<file path="src/rtl/bp_pkg.sv">
// Purpose: Shared constants and types for the battery protection controller
// Assumes: One 20 MHz clock; comparator inputs are asynchronous levels, synchronised in each qualifier
// Notes:   All times are kept in their own units; only the tick length is turned into clocks here
package bp_pkg;

   // ----------------------------------------------------------------------
   // Timing
   // ----------------------------------------------------------------------
   localparam int CLK_PERIOD_NS   = 50;
   localparam int TICK_NS         = 1000;
   localparam int TICK_CYC        = TICK_NS / CLK_PERIOD_NS;
   localparam int US_PER_MS       = 1000;
   localparam int SC_STEP_US      = 61;
   localparam int OC_FIRST_US     = 1000;
   localparam int OC_STEP_US      = 2000;
   localparam int DUV_BASE_MS     = 750;
   localparam int DUV_STEP_MS     = 250;
   localparam int DUV_WARN_MS     = 250;
   localparam int HOLD_MS         = 1000;
   localparam int LOCK_WINDOW_CYC = 4;
   localparam int CNT_W           = 16;

   // ----------------------------------------------------------------------
   // Parameter register selects, field positions and reset values
   // ----------------------------------------------------------------------
   localparam logic [2:0] SEL_CTRL   = 3'h0;
   localparam logic [2:0] SEL_TIMING = 3'h1;
   localparam logic [2:0] SEL_OCLVL  = 3'h2;
   localparam logic [2:0] SEL_SCLVL  = 3'h3;
   localparam logic [2:0] SEL_DUV    = 3'h4;
   localparam int CTRL_CCD      = 0;
   localparam int CTRL_DCD      = 1;
   localparam int CTRL_SCD      = 2;
   localparam int CTRL_DUVD     = 3;
   localparam int TIM_OCPT_LSB  = 0;
   localparam int TIM_SCPT_LSB  = 4;
   localparam int OCL_CCDL_LSB  = 0;
   localparam int OCL_DCDL_LSB  = 4;
   localparam int SCL_SCDL_LSB  = 0;
   localparam int DUV_DUDL_LSB  = 0;
   localparam int DUV_UNDERVOLTAGE_DELAY_FIELD_LSB  = 4;
   localparam logic [7:0] CTRL_RST   = 8'h00;
   localparam logic [7:0] TIMING_RST = 8'h00;
   localparam logic [7:0] OCLVL_RST  = 8'h00;
   localparam logic [7:0] SCLVL_RST  = 8'h00;
   localparam logic [7:0] DUV_RST    = 8'h00;
   localparam logic [7:0] CTRL_MASK  = 8'h0F;
   localparam logic [7:0] SCLVL_MASK = 8'h0F;
   localparam logic [7:0] DUV_MASK   = 8'h3F;

   // ----------------------------------------------------------------------
   // Flag positions
   // ----------------------------------------------------------------------
   localparam int FLG_SC   = 0;
   localparam int FLG_DCOC = 1;
   localparam int FLG_CCOC = 2;
   localparam int FLG_DUVW = 3;
   localparam int FLG_EXIT = 4;
   localparam int FLG_N    = 5;

   typedef enum logic [1:0] {
      LK_OPEN,
      LK_ARMED,
      LK_LOCKED
   } bp_lock_t;

   typedef struct packed {
      logic duv;
      logic sc;
      logic dcoc;
      logic ccoc;
   } bp_cond_t;

   typedef struct packed {
      logic [7:0] ctrl;
      logic [7:0] timing;
      logic [7:0] oclvl;
      logic [7:0] sclvl;
      logic [7:0] duv;
   } bp_cfg_t;

   typedef struct packed {
      logic       wr;
      logic [2:0] sel;
      logic [7:0] data;
   } bp_cfg_wr_t;

   typedef struct packed {
      logic discharge;
      logic charge;
      logic precharge;
   } bp_fet_t;

endpackage

</file>
<file path="src/rtl/bp_qual.sv">
// Purpose: Qualify one comparator condition against a programmed time
// Assumes: i_tick is a one-cycle enable at the qualification rate
// Notes:   Counter restarts whenever the condition or the enable drops
`timescale 1ns/100ps
module bp_qual (
   input  wire logic                     i_clk,     // System clock
   input  wire logic                     i_reset_n, // Async reset, active low
   input  wire logic                     i_clr,     // Synchronous restart
   input  wire logic                     i_en,      // Detection enabled
   input  wire logic                     i_raw,     // Comparator level
   input  wire logic                     i_tick,    // Sample enable
   input  wire logic [bp_pkg::CNT_W-1:0] i_limit,   // Time in ticks
   output logic      [bp_pkg::CNT_W-1:0] o_count,   // Ticks qualified so far
   output logic                          o_active,  // Condition present
   output logic                          o_fire     // Time exceeded, pulse
);

   logic                     meta_reg;
   logic                     sync_reg;
   logic [bp_pkg::CNT_W-1:0] cnt_reg;
   logic [bp_pkg::CNT_W-1:0] cnt_next;
   wire                      run = i_en & sync_reg;

   // ----------------------------------------------------------------------
   // Synchroniser and counter
   // ----------------------------------------------------------------------
   always_ff @(posedge i_clk or negedge i_reset_n) begin
      if (!i_reset_n) begin
         meta_reg <= 1'b0;
         sync_reg <= 1'b0;
         cnt_reg  <= '0;
      end else begin
         meta_reg <= i_raw;
         sync_reg <= meta_reg;
         cnt_reg  <= cnt_next;
      end
   end

   // Saturates one past the limit so a steady fault fires only once
   always_comb begin
      if (i_clr || !run) begin
         cnt_next = '0;                                   // [RULE23]
      end else if (i_tick && cnt_reg <= i_limit) begin
         cnt_next = cnt_reg + 1'b1;
      end else begin
         cnt_next = cnt_reg;
      end
   end

   assign o_count  = cnt_reg;
   assign o_active = run;
   assign o_fire   = run & i_tick & (cnt_reg == i_limit) & ~i_clr;  // [RULE23]

endmodule

</file>
<file path="src/rtl/bp_top.sv">
// Purpose: Autonomous battery protection: under-voltage and current faults
// Assumes: Comparator outputs come from the analog front end; the sample
//          rate is derived from the system clock by a divider
// Notes:   US_PER_MS may be lowered in simulation to shorten all ms times
//
// Overview of operation
// [RULE1] Long under-voltage: switches off, enter power-off
// [RULE2] Warning flag 250 ms before power-off
// [RULE3] Power-off until charger, then full reinitialise
// [RULE4] Discharge over-current qualified by over-current time
// [RULE5] Charge over-current qualified by same time
// [RULE6] Short-circuit qualified by its own time
// [RULE7] Current fault drops switches, holds one second
// [RULE8] Discharge enable writes ignored during hold-off
// [RULE9] Software must re-enable both switches itself
// [RULE10] Re-enable under persisting fault trips again
// [RULE11] Each protection raises individually maskable interrupt
// [RULE12] Discharge switch off disables discharge detection
// [RULE13] Charge detection off only both switches off
// [RULE14] Charge detection always on under PWM
// [RULE15] Qualification runs on divided sample tick
// [RULE16] Three current levels, two reaction delays
// [RULE17] Under-voltage level and delay from own register
// [RULE18] Lock rejects parameter writes until reset
// [RULE19] Flags cleared by one; enabled flags ORed
// [RULE20] Same register not rewritten within 8 cycles
// [RULE21] Lock needs two-write sequence within four cycles
// [RULE22] Delay codes give 750 to 1500 ms
// [RULE23] Synchronise comparators; counters restart on release
// [RULE24] Exit interrupt; balancing off only on under-voltage
`timescale 1ns/100ps
module bp_top #(
   parameter int US_PER_MS = bp_pkg::US_PER_MS                   // Ticks per ms
) (
   input  wire logic                    i_clk,           // 20 MHz clock
   input  wire logic                    i_reset_n,       // Async reset, active low
   input  wire bp_pkg::bp_cond_t        i_cond,          // Comparator levels
   input  wire logic                    i_charger_det,   // Charger present
   input  wire logic                    i_pwm_active,    // Charge or precharge PWM
   input  wire bp_pkg::bp_cfg_wr_t      i_cfg_wr,        // Parameter write
   input  wire logic                    i_lock_wr,       // Lock register write
   input  wire logic                    i_param_lock_enable, // Lock enable bit
   input  wire logic                    i_param_lock,    // Lock bit
   input  wire logic                    i_fet_wr,        // Switch enable write
   input  wire bp_pkg::bp_fet_t         i_fet_data,      // Requested enables
   input  wire logic [bp_pkg::FLG_N-1:0] i_flag_clr,     // Write-one-to-clear
   input  wire logic [bp_pkg::FLG_N-1:0] i_irq_en,       // Interrupt enables
   output bp_pkg::bp_cfg_t              o_cfg,           // Parameter readback
   output logic                         o_locked,        // Parameters locked
   output bp_pkg::bp_fet_t              o_fet,           // Switch enables
   output logic                         o_balance_allow, // Cell balancing allowed
   output logic                         o_power_off,     // Chip in power-off
   output bp_pkg::bp_cond_t             o_det_en,        // Detector enables
   output logic [bp_pkg::FLG_N-1:0]     o_flags,         // Sticky flags
   output logic                         o_hold_active,   // Hold-off running
   output logic                         o_irq            // Interrupt request
);

   // ----------------------------------------------------------------------
   // Sample tick dividers
   // ----------------------------------------------------------------------
   logic [7:0]  us_div_reg;
   logic [15:0] ms_div_reg;
   wire us_tick = (us_div_reg == 8'(bp_pkg::TICK_CYC - 1));
   wire ms_tick = us_tick & (ms_div_reg == 16'(US_PER_MS - 1));
   logic restart;

   // Dividers run free of the CPU; the qualifiers only see these pulses
   always_ff @(posedge i_clk or negedge i_reset_n) begin
      if (!i_reset_n) begin
         us_div_reg <= 8'h00;
         ms_div_reg <= 16'h0000;
      end else begin
         us_div_reg <= us_tick ? 8'h00 : us_div_reg + 8'h01;      // [RULE15]
         if (us_tick) begin
            ms_div_reg <= ms_tick ? 16'h0000 : ms_div_reg + 16'h0001;
         end
      end
   end

   // ----------------------------------------------------------------------
   // Parameter lock
   // ----------------------------------------------------------------------
   bp_pkg::bp_lock_t lock_reg;
   bp_pkg::bp_lock_t lock_next;
   logic [2:0]       lock_win_reg;
   wire lock_first  = i_lock_wr & i_param_lock_enable & i_param_lock;
   wire lock_second = i_lock_wr & ~i_param_lock_enable & i_param_lock;

   always_comb begin
      case (lock_reg)
         bp_pkg::LK_OPEN: begin
            lock_next = lock_first ? bp_pkg::LK_ARMED : bp_pkg::LK_OPEN;
         end
         bp_pkg::LK_ARMED: begin
            if (lock_second) begin
               lock_next = bp_pkg::LK_LOCKED;                     // [RULE21]
            end else if (lock_first) begin
               lock_next = bp_pkg::LK_ARMED;
            end else if (i_lock_wr || lock_win_reg == 3'(bp_pkg::LOCK_WINDOW_CYC)) begin
               lock_next = bp_pkg::LK_OPEN;                       // [RULE21]
            end else begin
               lock_next = bp_pkg::LK_ARMED;
            end
         end
         bp_pkg::LK_LOCKED: lock_next = bp_pkg::LK_LOCKED;        // [RULE18]
         default:           lock_next = bp_pkg::LK_OPEN;
      endcase
   end

   always_ff @(posedge i_clk or negedge i_reset_n) begin
      if (!i_reset_n) begin
         lock_reg     <= bp_pkg::LK_OPEN;
         lock_win_reg <= 3'h0;
      end else begin
         lock_reg     <= restart ? bp_pkg::LK_OPEN : lock_next;
         lock_win_reg <= (lock_next == bp_pkg::LK_ARMED && !lock_first) ?
                         lock_win_reg + 3'h1 : 3'h0;
      end
   end

   assign o_locked = (lock_reg == bp_pkg::LK_LOCKED);

   // ----------------------------------------------------------------------
   // Parameter registers
   // ----------------------------------------------------------------------
   // Single clock, so a write lands at once; spacing writes is harmless
   bp_pkg::bp_cfg_t cfg_reg;
   wire cfg_ok = i_cfg_wr.wr & ~o_locked;                         // [RULE18]

   always_ff @(posedge i_clk or negedge i_reset_n) begin
      if (!i_reset_n) begin
         cfg_reg <= {bp_pkg::CTRL_RST, bp_pkg::TIMING_RST, bp_pkg::OCLVL_RST,
                     bp_pkg::SCLVL_RST, bp_pkg::DUV_RST};
      end else if (restart) begin
         cfg_reg <= {bp_pkg::CTRL_RST, bp_pkg::TIMING_RST, bp_pkg::OCLVL_RST,
                     bp_pkg::SCLVL_RST, bp_pkg::DUV_RST};
      end else if (cfg_ok) begin                                  // [RULE20]
         case (i_cfg_wr.sel)
            bp_pkg::SEL_CTRL:   cfg_reg.ctrl   <= i_cfg_wr.data & bp_pkg::CTRL_MASK;
            bp_pkg::SEL_TIMING: cfg_reg.timing <= i_cfg_wr.data;  // [RULE16]
            bp_pkg::SEL_OCLVL:  cfg_reg.oclvl  <= i_cfg_wr.data;  // [RULE16]
            bp_pkg::SEL_SCLVL:  cfg_reg.sclvl  <= i_cfg_wr.data & bp_pkg::SCLVL_MASK;
            bp_pkg::SEL_DUV:    cfg_reg.duv    <= i_cfg_wr.data & bp_pkg::DUV_MASK; // [RULE17]
            default:            cfg_reg        <= cfg_reg;
         endcase
      end
   end

   assign o_cfg = cfg_reg;

   // ----------------------------------------------------------------------
   // Reaction limits
   // ----------------------------------------------------------------------
   wire [3:0] ocpt = cfg_reg.timing[bp_pkg::TIM_OCPT_LSB +: 4];
   wire [3:0] scpt = cfg_reg.timing[bp_pkg::TIM_SCPT_LSB +: 4];
   wire [1:0] undervoltage_delay_field = cfg_reg.duv[bp_pkg::DUV_UNDERVOLTAGE_DELAY_FIELD_LSB +: 2];
   wire [bp_pkg::CNT_W-1:0] sc_lim =
      16'(bp_pkg::SC_STEP_US * (32'(scpt) + 1));                  // [RULE6]
   wire [bp_pkg::CNT_W-1:0] oc_lim = (ocpt == 4'h0) ? 16'(bp_pkg::OC_FIRST_US) :
      16'(bp_pkg::OC_STEP_US * 32'(ocpt));                        // [RULE4] [RULE5]
   wire [bp_pkg::CNT_W-1:0] duv_lim =
      16'(bp_pkg::DUV_BASE_MS + bp_pkg::DUV_STEP_MS * 32'(undervoltage_delay_field)); // [RULE22]

   // ----------------------------------------------------------------------
   // Detector enables
   // ----------------------------------------------------------------------
   bp_pkg::bp_fet_t fet_reg;
   logic            poff_reg;
   logic [15:0]     hold_reg;

   assign o_det_en.sc   = fet_reg.discharge & ~cfg_reg.ctrl[bp_pkg::CTRL_SCD];  // [RULE12]
   assign o_det_en.dcoc = fet_reg.discharge & ~cfg_reg.ctrl[bp_pkg::CTRL_DCD];  // [RULE12]
   assign o_det_en.ccoc = (fet_reg.charge | fet_reg.precharge | i_pwm_active) &
                          ~cfg_reg.ctrl[bp_pkg::CTRL_CCD];        // [RULE13] [RULE14]
   assign o_det_en.duv  = ~poff_reg & ~cfg_reg.ctrl[bp_pkg::CTRL_DUVD];

   // ----------------------------------------------------------------------
   // Qualifiers
   // ----------------------------------------------------------------------
   logic                     sc_fire;
   logic                     dcoc_fire;
   logic                     ccoc_fire;
   logic                     duv_fire;
   logic                     duv_act;
   logic [bp_pkg::CNT_W-1:0] duv_cnt;

   bp_qual u_sc (
      .i_clk(i_clk), .i_reset_n(i_reset_n), .i_clr(restart),
      .i_en(o_det_en.sc), .i_raw(i_cond.sc), .i_tick(us_tick),
      .i_limit(sc_lim), .o_count(), .o_active(), .o_fire(sc_fire)  // [RULE6]
   );
   bp_qual u_dcoc (
      .i_clk(i_clk), .i_reset_n(i_reset_n), .i_clr(restart),
      .i_en(o_det_en.dcoc), .i_raw(i_cond.dcoc), .i_tick(us_tick),
      .i_limit(oc_lim), .o_count(), .o_active(), .o_fire(dcoc_fire) // [RULE4]
   );
   bp_qual u_ccoc (
      .i_clk(i_clk), .i_reset_n(i_reset_n), .i_clr(restart),
      .i_en(o_det_en.ccoc), .i_raw(i_cond.ccoc), .i_tick(us_tick),
      .i_limit(oc_lim), .o_count(), .o_active(), .o_fire(ccoc_fire) // [RULE5]
   );
   bp_qual u_duv (
      .i_clk(i_clk), .i_reset_n(i_reset_n), .i_clr(restart),
      .i_en(o_det_en.duv), .i_raw(i_cond.duv), .i_tick(ms_tick),
      .i_limit(duv_lim), .o_count(duv_cnt), .o_active(duv_act),
      .o_fire(duv_fire)                                            // [RULE1]
   );

   wire cur_trip = sc_fire | dcoc_fire | ccoc_fire;
   wire duv_warn = duv_act & ms_tick &
                   (duv_cnt == duv_lim - 16'(bp_pkg::DUV_WARN_MS)); // [RULE2]

   // ----------------------------------------------------------------------
   // Switch control, hold-off and power-off
   // ----------------------------------------------------------------------
   // Charger restarts the block as a power-up would; the async reset
   // remains the only path to reset the tick dividers, lock window and synchronisers
   assign restart = poff_reg & i_charger_det;                      // [RULE3]
   wire hold_end  = (hold_reg == 16'h0001) & ms_tick;
   wire fet_take  = i_fet_wr & (hold_reg == 16'h0000) & ~poff_reg; // [RULE8] [RULE9]

   always_ff @(posedge i_clk or negedge i_reset_n) begin
      if (!i_reset_n) begin
         fet_reg  <= '0;
         poff_reg <= 1'b0;
         hold_reg <= 16'h0000;
      end else if (restart) begin
         fet_reg  <= '0;
         poff_reg <= 1'b0;
         hold_reg <= 16'h0000;
      end else begin
         if (duv_fire || poff_reg) begin
            fet_reg  <= '0;                                        // [RULE1]
            poff_reg <= 1'b1;                                      // [RULE3]
         end else if (cur_trip) begin
            fet_reg  <= '0;                                        // [RULE7] [RULE10]
         end else if (fet_take) begin
            fet_reg  <= i_fet_data;
         end
         if (cur_trip) begin
            hold_reg <= 16'(bp_pkg::HOLD_MS + 1);  // [RULE7] first tick may be early
         end else if (ms_tick && hold_reg != 16'h0000) begin
            hold_reg <= hold_reg - 16'h0001;
         end
      end
   end

   assign o_fet           = fet_reg;
   assign o_power_off     = poff_reg;
   assign o_hold_active   = (hold_reg != 16'h0000);
   assign o_balance_allow = ~poff_reg;                             // [RULE24]

   // ----------------------------------------------------------------------
   // Flags and interrupt
   // ----------------------------------------------------------------------
   logic [bp_pkg::FLG_N-1:0] flag_reg;
   logic [bp_pkg::FLG_N-1:0] flag_set;

   always_comb begin
      flag_set                   = '0;
      flag_set[bp_pkg::FLG_SC]   = sc_fire;
      flag_set[bp_pkg::FLG_DCOC] = dcoc_fire;
      flag_set[bp_pkg::FLG_CCOC] = ccoc_fire;
      flag_set[bp_pkg::FLG_DUVW] = duv_warn;                       // [RULE2]
      flag_set[bp_pkg::FLG_EXIT] = hold_end & ~cur_trip;           // [RULE24]
   end

   // Set wins over a clear in the same cycle so no event is lost
   always_ff @(posedge i_clk or negedge i_reset_n) begin
      if (!i_reset_n) begin
         flag_reg <= '0;
      end else if (restart) begin
         flag_reg <= '0;
      end else begin
         flag_reg <= (flag_reg & ~i_flag_clr) | flag_set;          // [RULE19]
      end
   end

   assign o_flags = flag_reg;
   assign o_irq   = |(flag_reg & i_irq_en) & ~poff_reg;            // [RULE11] [RULE19]

endmodule

</file>
<file path="config.mk">
export PLATFORM = sky130hd
export DESIGN_NAME = bp_top
export DESIGN_NICKNAME = d
export VERILOG_FILES = /design/src/rtl/bp_pkg.sv /design/src/rtl/bp_qual.sv /design/src/rtl/bp_top.sv
export SDC_FILE = /design/constraint.sdc
export NUM_CORES = 1
export LEC_CHECK = 0
export ABC_AREA = 1
export BUFFER_PORTS_ARGS = -buffer_cell sky130_fd_sc_hd__buf_4
export CELL_PAD_IN_SITES_DETAIL_PLACEMENT = 0
export CELL_PAD_IN_SITES_GLOBAL_PLACEMENT = 1
export CORE_ASPECT_RATIO = 1.4
export CORE_UTILIZATION = 48
export CTS_CLUSTER_DIAMETER = 120
export DETAILED_ROUTE_END_ITERATION = 7
export PLACE_DENSITY = 0.85
export SLEW_MARGIN = 20
export SYNTH_ARGS = -nofsm -noshare
export SYNTH_HDL_FRONTEND = slang
export SYNTH_SLANG_ARGS = --single-unit
</file>
<file path="constraint.sdc">
create_clock -name i_clk -period 10.2 [get_ports i_clk]
set_input_delay 3.06 -clock i_clk [delete_from_list [all_inputs] [get_ports i_clk]]
set_output_delay 3.06 -clock i_clk [all_outputs]
set_load 0.03 [all_outputs]
</file>
==> Yosys cells after proc, flatten, opt, wreduce, memory -nomap -nowiden <==
Cells that the tools add are included.
{ "word_totals": {"reg_bits": 166, "input_bits": 37} }
{ "op_classes": {"n_addsub": 11, "multipliers": 3, "n_lt_le_gt_ge": 4, "n_eq_ne": 16, "n_mux": 35, "bitwise": 50, "reduce_logical": 41} }
{ "op_table": {"columns": ["cell", "count"], "rows": [
  ["16-bit 2-to-1 mux", 12],
  ["16-bit by 1-bit adder with 16-bit output, second input constant", 5],
  ["40-bit 2-to-1 mux", 2],
  ["8-bit 2-to-1 mux", 6],
  ["1-bit bitwise AND", 33],
  ["16-bit by 11-bit == test with 1-bit output", 2],
  ["16-bit by 15-bit == test with 1-bit output", 2],
  ["16-bit by 11-bit <= comparator with 1-bit output", 2],
  ["16-bit by 15-bit <= comparator with 1-bit output", 2],
  ["2-bit nonzero test", 11],
  ["16-bit by 1-bit == test with 1-bit output, second input constant", 1],
  ["16-bit by 10-bit == test with 1-bit output, second input constant", 1],
  ["16-bit == test", 1],
  ["16-bit zero test", 1],
  ["16-bit nonzero test", 1],
  ["16-bit by 1-bit subtractor with 16-bit output, second input constant", 1],
  ["15-bit 2-to-1 mux", 1],
  ["3-bit 2-to-1 mux", 5],
  ["11-bit by 8-bit subtractor with 12-bit output, second input constant", 1],
  ["10-bit by 10-bit adder with 11-bit output, first input constant", 1],
  ["6-bit by 5-bit multiplier with 11-bit output, first input constant", 1],
  ["7-bit by 4-bit multiplier with 11-bit output, first input constant", 1],
  ["5-bit bitwise AND", 2],
  ["2-bit AND reduction", 5],
  ["other kinds (27)", 60]
]} }

==> Longest topological paths before layout <==
{ "logic_depth": {"ltp_word": 12, "depth_mapped": 27} }

==> Cells and area by module <==
From an unflattened synthesis, not the netlist that was laid out.
{ "unflattened": {"cells_unflattened": 1772, "hier_area_um2": 12995.0} }
{ "modules_own_cells": {"columns": ["module", "n_inst", "cells_each", "area_each_um2", "seq_area_each_um2"], "rows": [
  ["bp_qual", 4, 246, 1745.4, 450.4],
  ["bp_top", 1, 788, 6013.3, 2102.0]
]} }

==> Worst setup path before layout <==
Ideal clock, no wire load.
{ "synth_path": {"path_type": "input port to output port", "startpoint": "input i_irq_en[2] in the netlist's numbering", "endpoint": "output o_irq", "arrival_time_ps": 3655, "t_required_ps": 7140, "path_slack_ps": 3485, "stages": 4, "path_buffers": 0, "path_cell_list": "nand2_1 nand3_1 a221oi_1 nor2_1"} }
{ "synth_between": {"elab_chain_cells": 3} }
{ "synth_rtl": {"columns": ["element", "line", "rtl"], "rows": [
  ["from (decl)", "bp_top.sv:47", "input wire logic [bp_pkg::FLG_N-1:0] i_irq_en,"],
  ["5-bit bitwise AND", "bp_top.sv:281", "assign o_irq = |(flag_reg & i_irq_en) & ~poff_reg;"],
  ["5-bit OR reduction", "bp_top.sv:281", null],
  ["1-bit bitwise AND", "bp_top.sv:281", null],
  ["to (decl)", "bp_top.sv:56", "output logic o_irq"]
]} }
Every way passes these cells.

==> Worst setup path after layout <==
{ "layout_path": {"startpoint": "input i_irq_en[3] in the netlist's numbering", "endpoint": "output o_irq"} }
Same word-level chain as after synthesis.

==> summary.txt <==
Final layout
  • N_diodes: 0
  • Max FFs per register: 30
  • Register Area: 3900 um2
  • Syn-to-layout area delta: 12.5%
  • Design area: about 13,000 um2
  • Fillcell total: ~2,300
  • Layout cells sized above 1: between 10% and 20%
  • Fin nets: roughly 1,800
  • Commonest cells after routing, fill and taps aside: 427 x nand2_1, 200 x inv_1, 194 x nor2_1
  • Multi-input logic area: ~6600 um2
  • Commonest non-fill, non-tap cell in the layout: nand2_1

Detailed routing
  • Residual DRC: 0
  • WL/cell: around 14 um
  • Final WL: roughly 29 mm
  • Pre-Repair DR Iteration Count: 5
  • Via count: about 10,000
  • Post-route ant nets: 0
  • Drt first-iter violations: roughly 450
  • Via-per-instance ratio: around 5

STA
  • Clock Skew: 0.00620 ns
  • Fmax achieved: around 0.14 GHz
  • Final Hold Viols: 0
  • Period utilization: between 60 and 70%
  • Fin Hold WS: between 0.3 and 0.4 ns
  • Worst-Margin Slew: between 0.8 and 0.9 ns
  • Worst relative slew slack: 43.4%
  • Final min period: between 6 and 7 ns
  • Setup repair after global routing missed its margin: no
  • Worst setup margin: around 3.2 ns
  • Setup violations, final: 0
  • Setup TNS: 0 ns
  • Slew Viols, Final: 0

Status
  • Status: completed

Logic synthesis
  • FFs w/ async S/R, synth: between 90% and 100%
  • Synth cell types: 50
  • Synth Register Bits: roughly 160
  • Register area share after synthesis: about 34%
  • Yosys Warn Count: 0
  • Syn Area/Cell: 7.28 um2
  • Main flop type after synthesis: dfrtp_1
  • Post-synthesis cell count: between 1,500 and 2,000
  • Synth area leader: dfrtp_1
  • Top cells by area, synth: dfrtp_1 34%, nand2_1 14%, ha_1 11%, inv_1 6.5%, nor2_1 6.3%
  • Mapped cell area: between 10,000 and 15,000 um2
  • Synth top area share: 33.7%
  • Post-synth EDFFs: 0

Critical path
  • Worst path slowest cell: a221oi_1
  • Maximum fanout along the worst path: 1
  • Type of origin of the critical path: input pin
  • Worst setup startpoint: i_irq_en[3]
  • CP arrival: around 4 ns
  • CP required: 7.14 ns
  • Delay-heaviest family, CP: buffers and inverters
  • Crit end category: primary output
  • Worst r2r src: o_cfg[28]$_DFFE_PN0P_
  • Worst Setup Path Type: input pin to primary output
  • Most used cell, CP: buf_4
  • WP buf/inv: 2
  • CP max stage delay: 0.25 ns
  • CP Cell Sequence: buf_4, nand2_1, nand3_1, a221oi_1, nor2_1, buf_4

GRT
  • Overall global routing resource usage: between 20% and 30%
  • First-pass GRT wire length: between 40 and 50 mm
  • Vias in the first global route: slightly below 10,000
  • GRT overflow: 0
  • Pin count of the biggest net entering global routing: 68
  • Initial antenna violation count: 0

Floorplan
  • Die Height: approximately 190 um
  • Die W: around 130 um
  • IO Pins: 94
  • CORE AREA: between 20,000 and 25,000 um2
  • Core Rows: 66
  • Initial Utilization: slightly below 50%
  • Die area: about 25,000 um2

Clocking
  • TritonCTS Buffers: 17
  • Clk root buf: clkbuf_16
  • Clk slew on worst S/H paths: roughly 0.07 ns
  • Postcts setup bufs: 0
  • CTS tree: done
  • # resized after CTS: 0
  • Post-CTS Hold Buffers: 0
  • Clock buffer depth: 2
  • Clock latency at the later pin of the worst-skew pair: 0.43 ns
  • Max H-tree Level: 4
  • Sink Count: around 160

Placed design
  • Number of buffers added on ports: 83
  • Post-DP HPWL: ~22 mm
  • Setup WS pre-CTS: 3.21 ns
  • Post-place instance area: 12,400 um2
  • GPL Wtd Cong: 0.898

Power and ir drop
  • Pwr Density: 200 nW/um2
  • Int Pwr: between 1500 and 2000 uW
  • Seq pwr share: roughly 27%
  • Comb power frac: 46.4%
  • Clk network pwr share: between 20% and 30%
  • Static leakage: around 0.0067 uW
  • Net Sw Frac: 40.9%
  • Max rail drop VDD: between 0.2 and 0.25 mV
  • Switch Pwr: between 1000 and 1500 uW

Flow run
  • Max_cap viols: 0

Hold path
  • Hold path startpoint: u_dcoc.meta_reg$_DFF_PN0_
  • HP Class: flop to flop
[per-layer routing]
layer	track usage (%)	vias to the layer above	routed length, um
met5	0	-	0
met1	29.9	4618	12900
met2	41.9	161	14000
met3	3.89	37	941
li1	-	5200	-
met4	8.95	0	646
[metrics by stage]
step                      total power (uW)  instances  util (%)
after floorplan                       1620       1599         -
after global placement                1890       1949      52.8
after detailed placement              1920       1949      52.8
after CTS                             2630       1981      55.5
after global routing                  2830       1981      55.5
final                                 2600       1981      55.5
[cells in the mapped netlist (14+ instances only)]
library cell / n
xor2_1: 42
o21ai_0: 60
nand3_1: 134
fa_1: 14
dfrtp_1: 156
ha_1: 100
nand2_1: 427
inv_1: 200
nand4_1: 35
a21oi_1: 48
nor2_1: 194
nor3_1: 35
buf_4: 17
buf_2: 15
[kinds of logic after synthesis]
family / after synthesis / share of synthesized area (%)
and+or+nand+nor: 886 / 33.9
buffers and inverters: 253 / 9.19
DFF: 156 / 33.7
AOI/OAI and AO/OA: 128 / 6.10
adders and majority gates: 114 / 13.2
xor gates and xnor gates: 51 / 3.86
other: 1 / 0.0324
[cell type report]
| type | count | area share (%) |
|---|---|---|
| multi-input combinational | 1190 | 51.0 |
| sequential | 156 | 30.0 |
| inverter | 211 | 6.09 |
| timing repair buffer | 86 | 4.99 |
| clock buffer | 19 | 3.48 |
| tap | 306 | 2.94 |
| clock inverter | 13 | 1.46 |
[final timing paths]
path | endpoint | slack [ns] | cells after the start
min | u_dcoc.sync_reg$_DFF_PN0_ | 0.34 | 0
min in group asynchronous | u_duv.o_count[14]$_DFFE_PN0P_ | 2.55 | 1
min reg2reg | u_dcoc.sync_reg$_DFF_PN0_ | 0.34 | 0
max | o_irq | 3.24 | 6
max reg2reg | u_sc.o_count[11]$_DFFE_PN0P_ | 4.82 | 25
max in group asynchronous | u_dcoc.o_count[14]$_DFFE_PN0P_ | 5.85 | 3
[power groups by stage]
stage                     Sequential (uW)  Clock, uW  Combinational (uW)
final                                 699        695                1210
after global routing                  704        736                1390
after CTS                             699        711                1220
after detailed placement              709          0                1210
after global placement                709          0                1180
after floorplan                       759          0                 859
No activity file was read; power rests on OpenSTA's default activity.
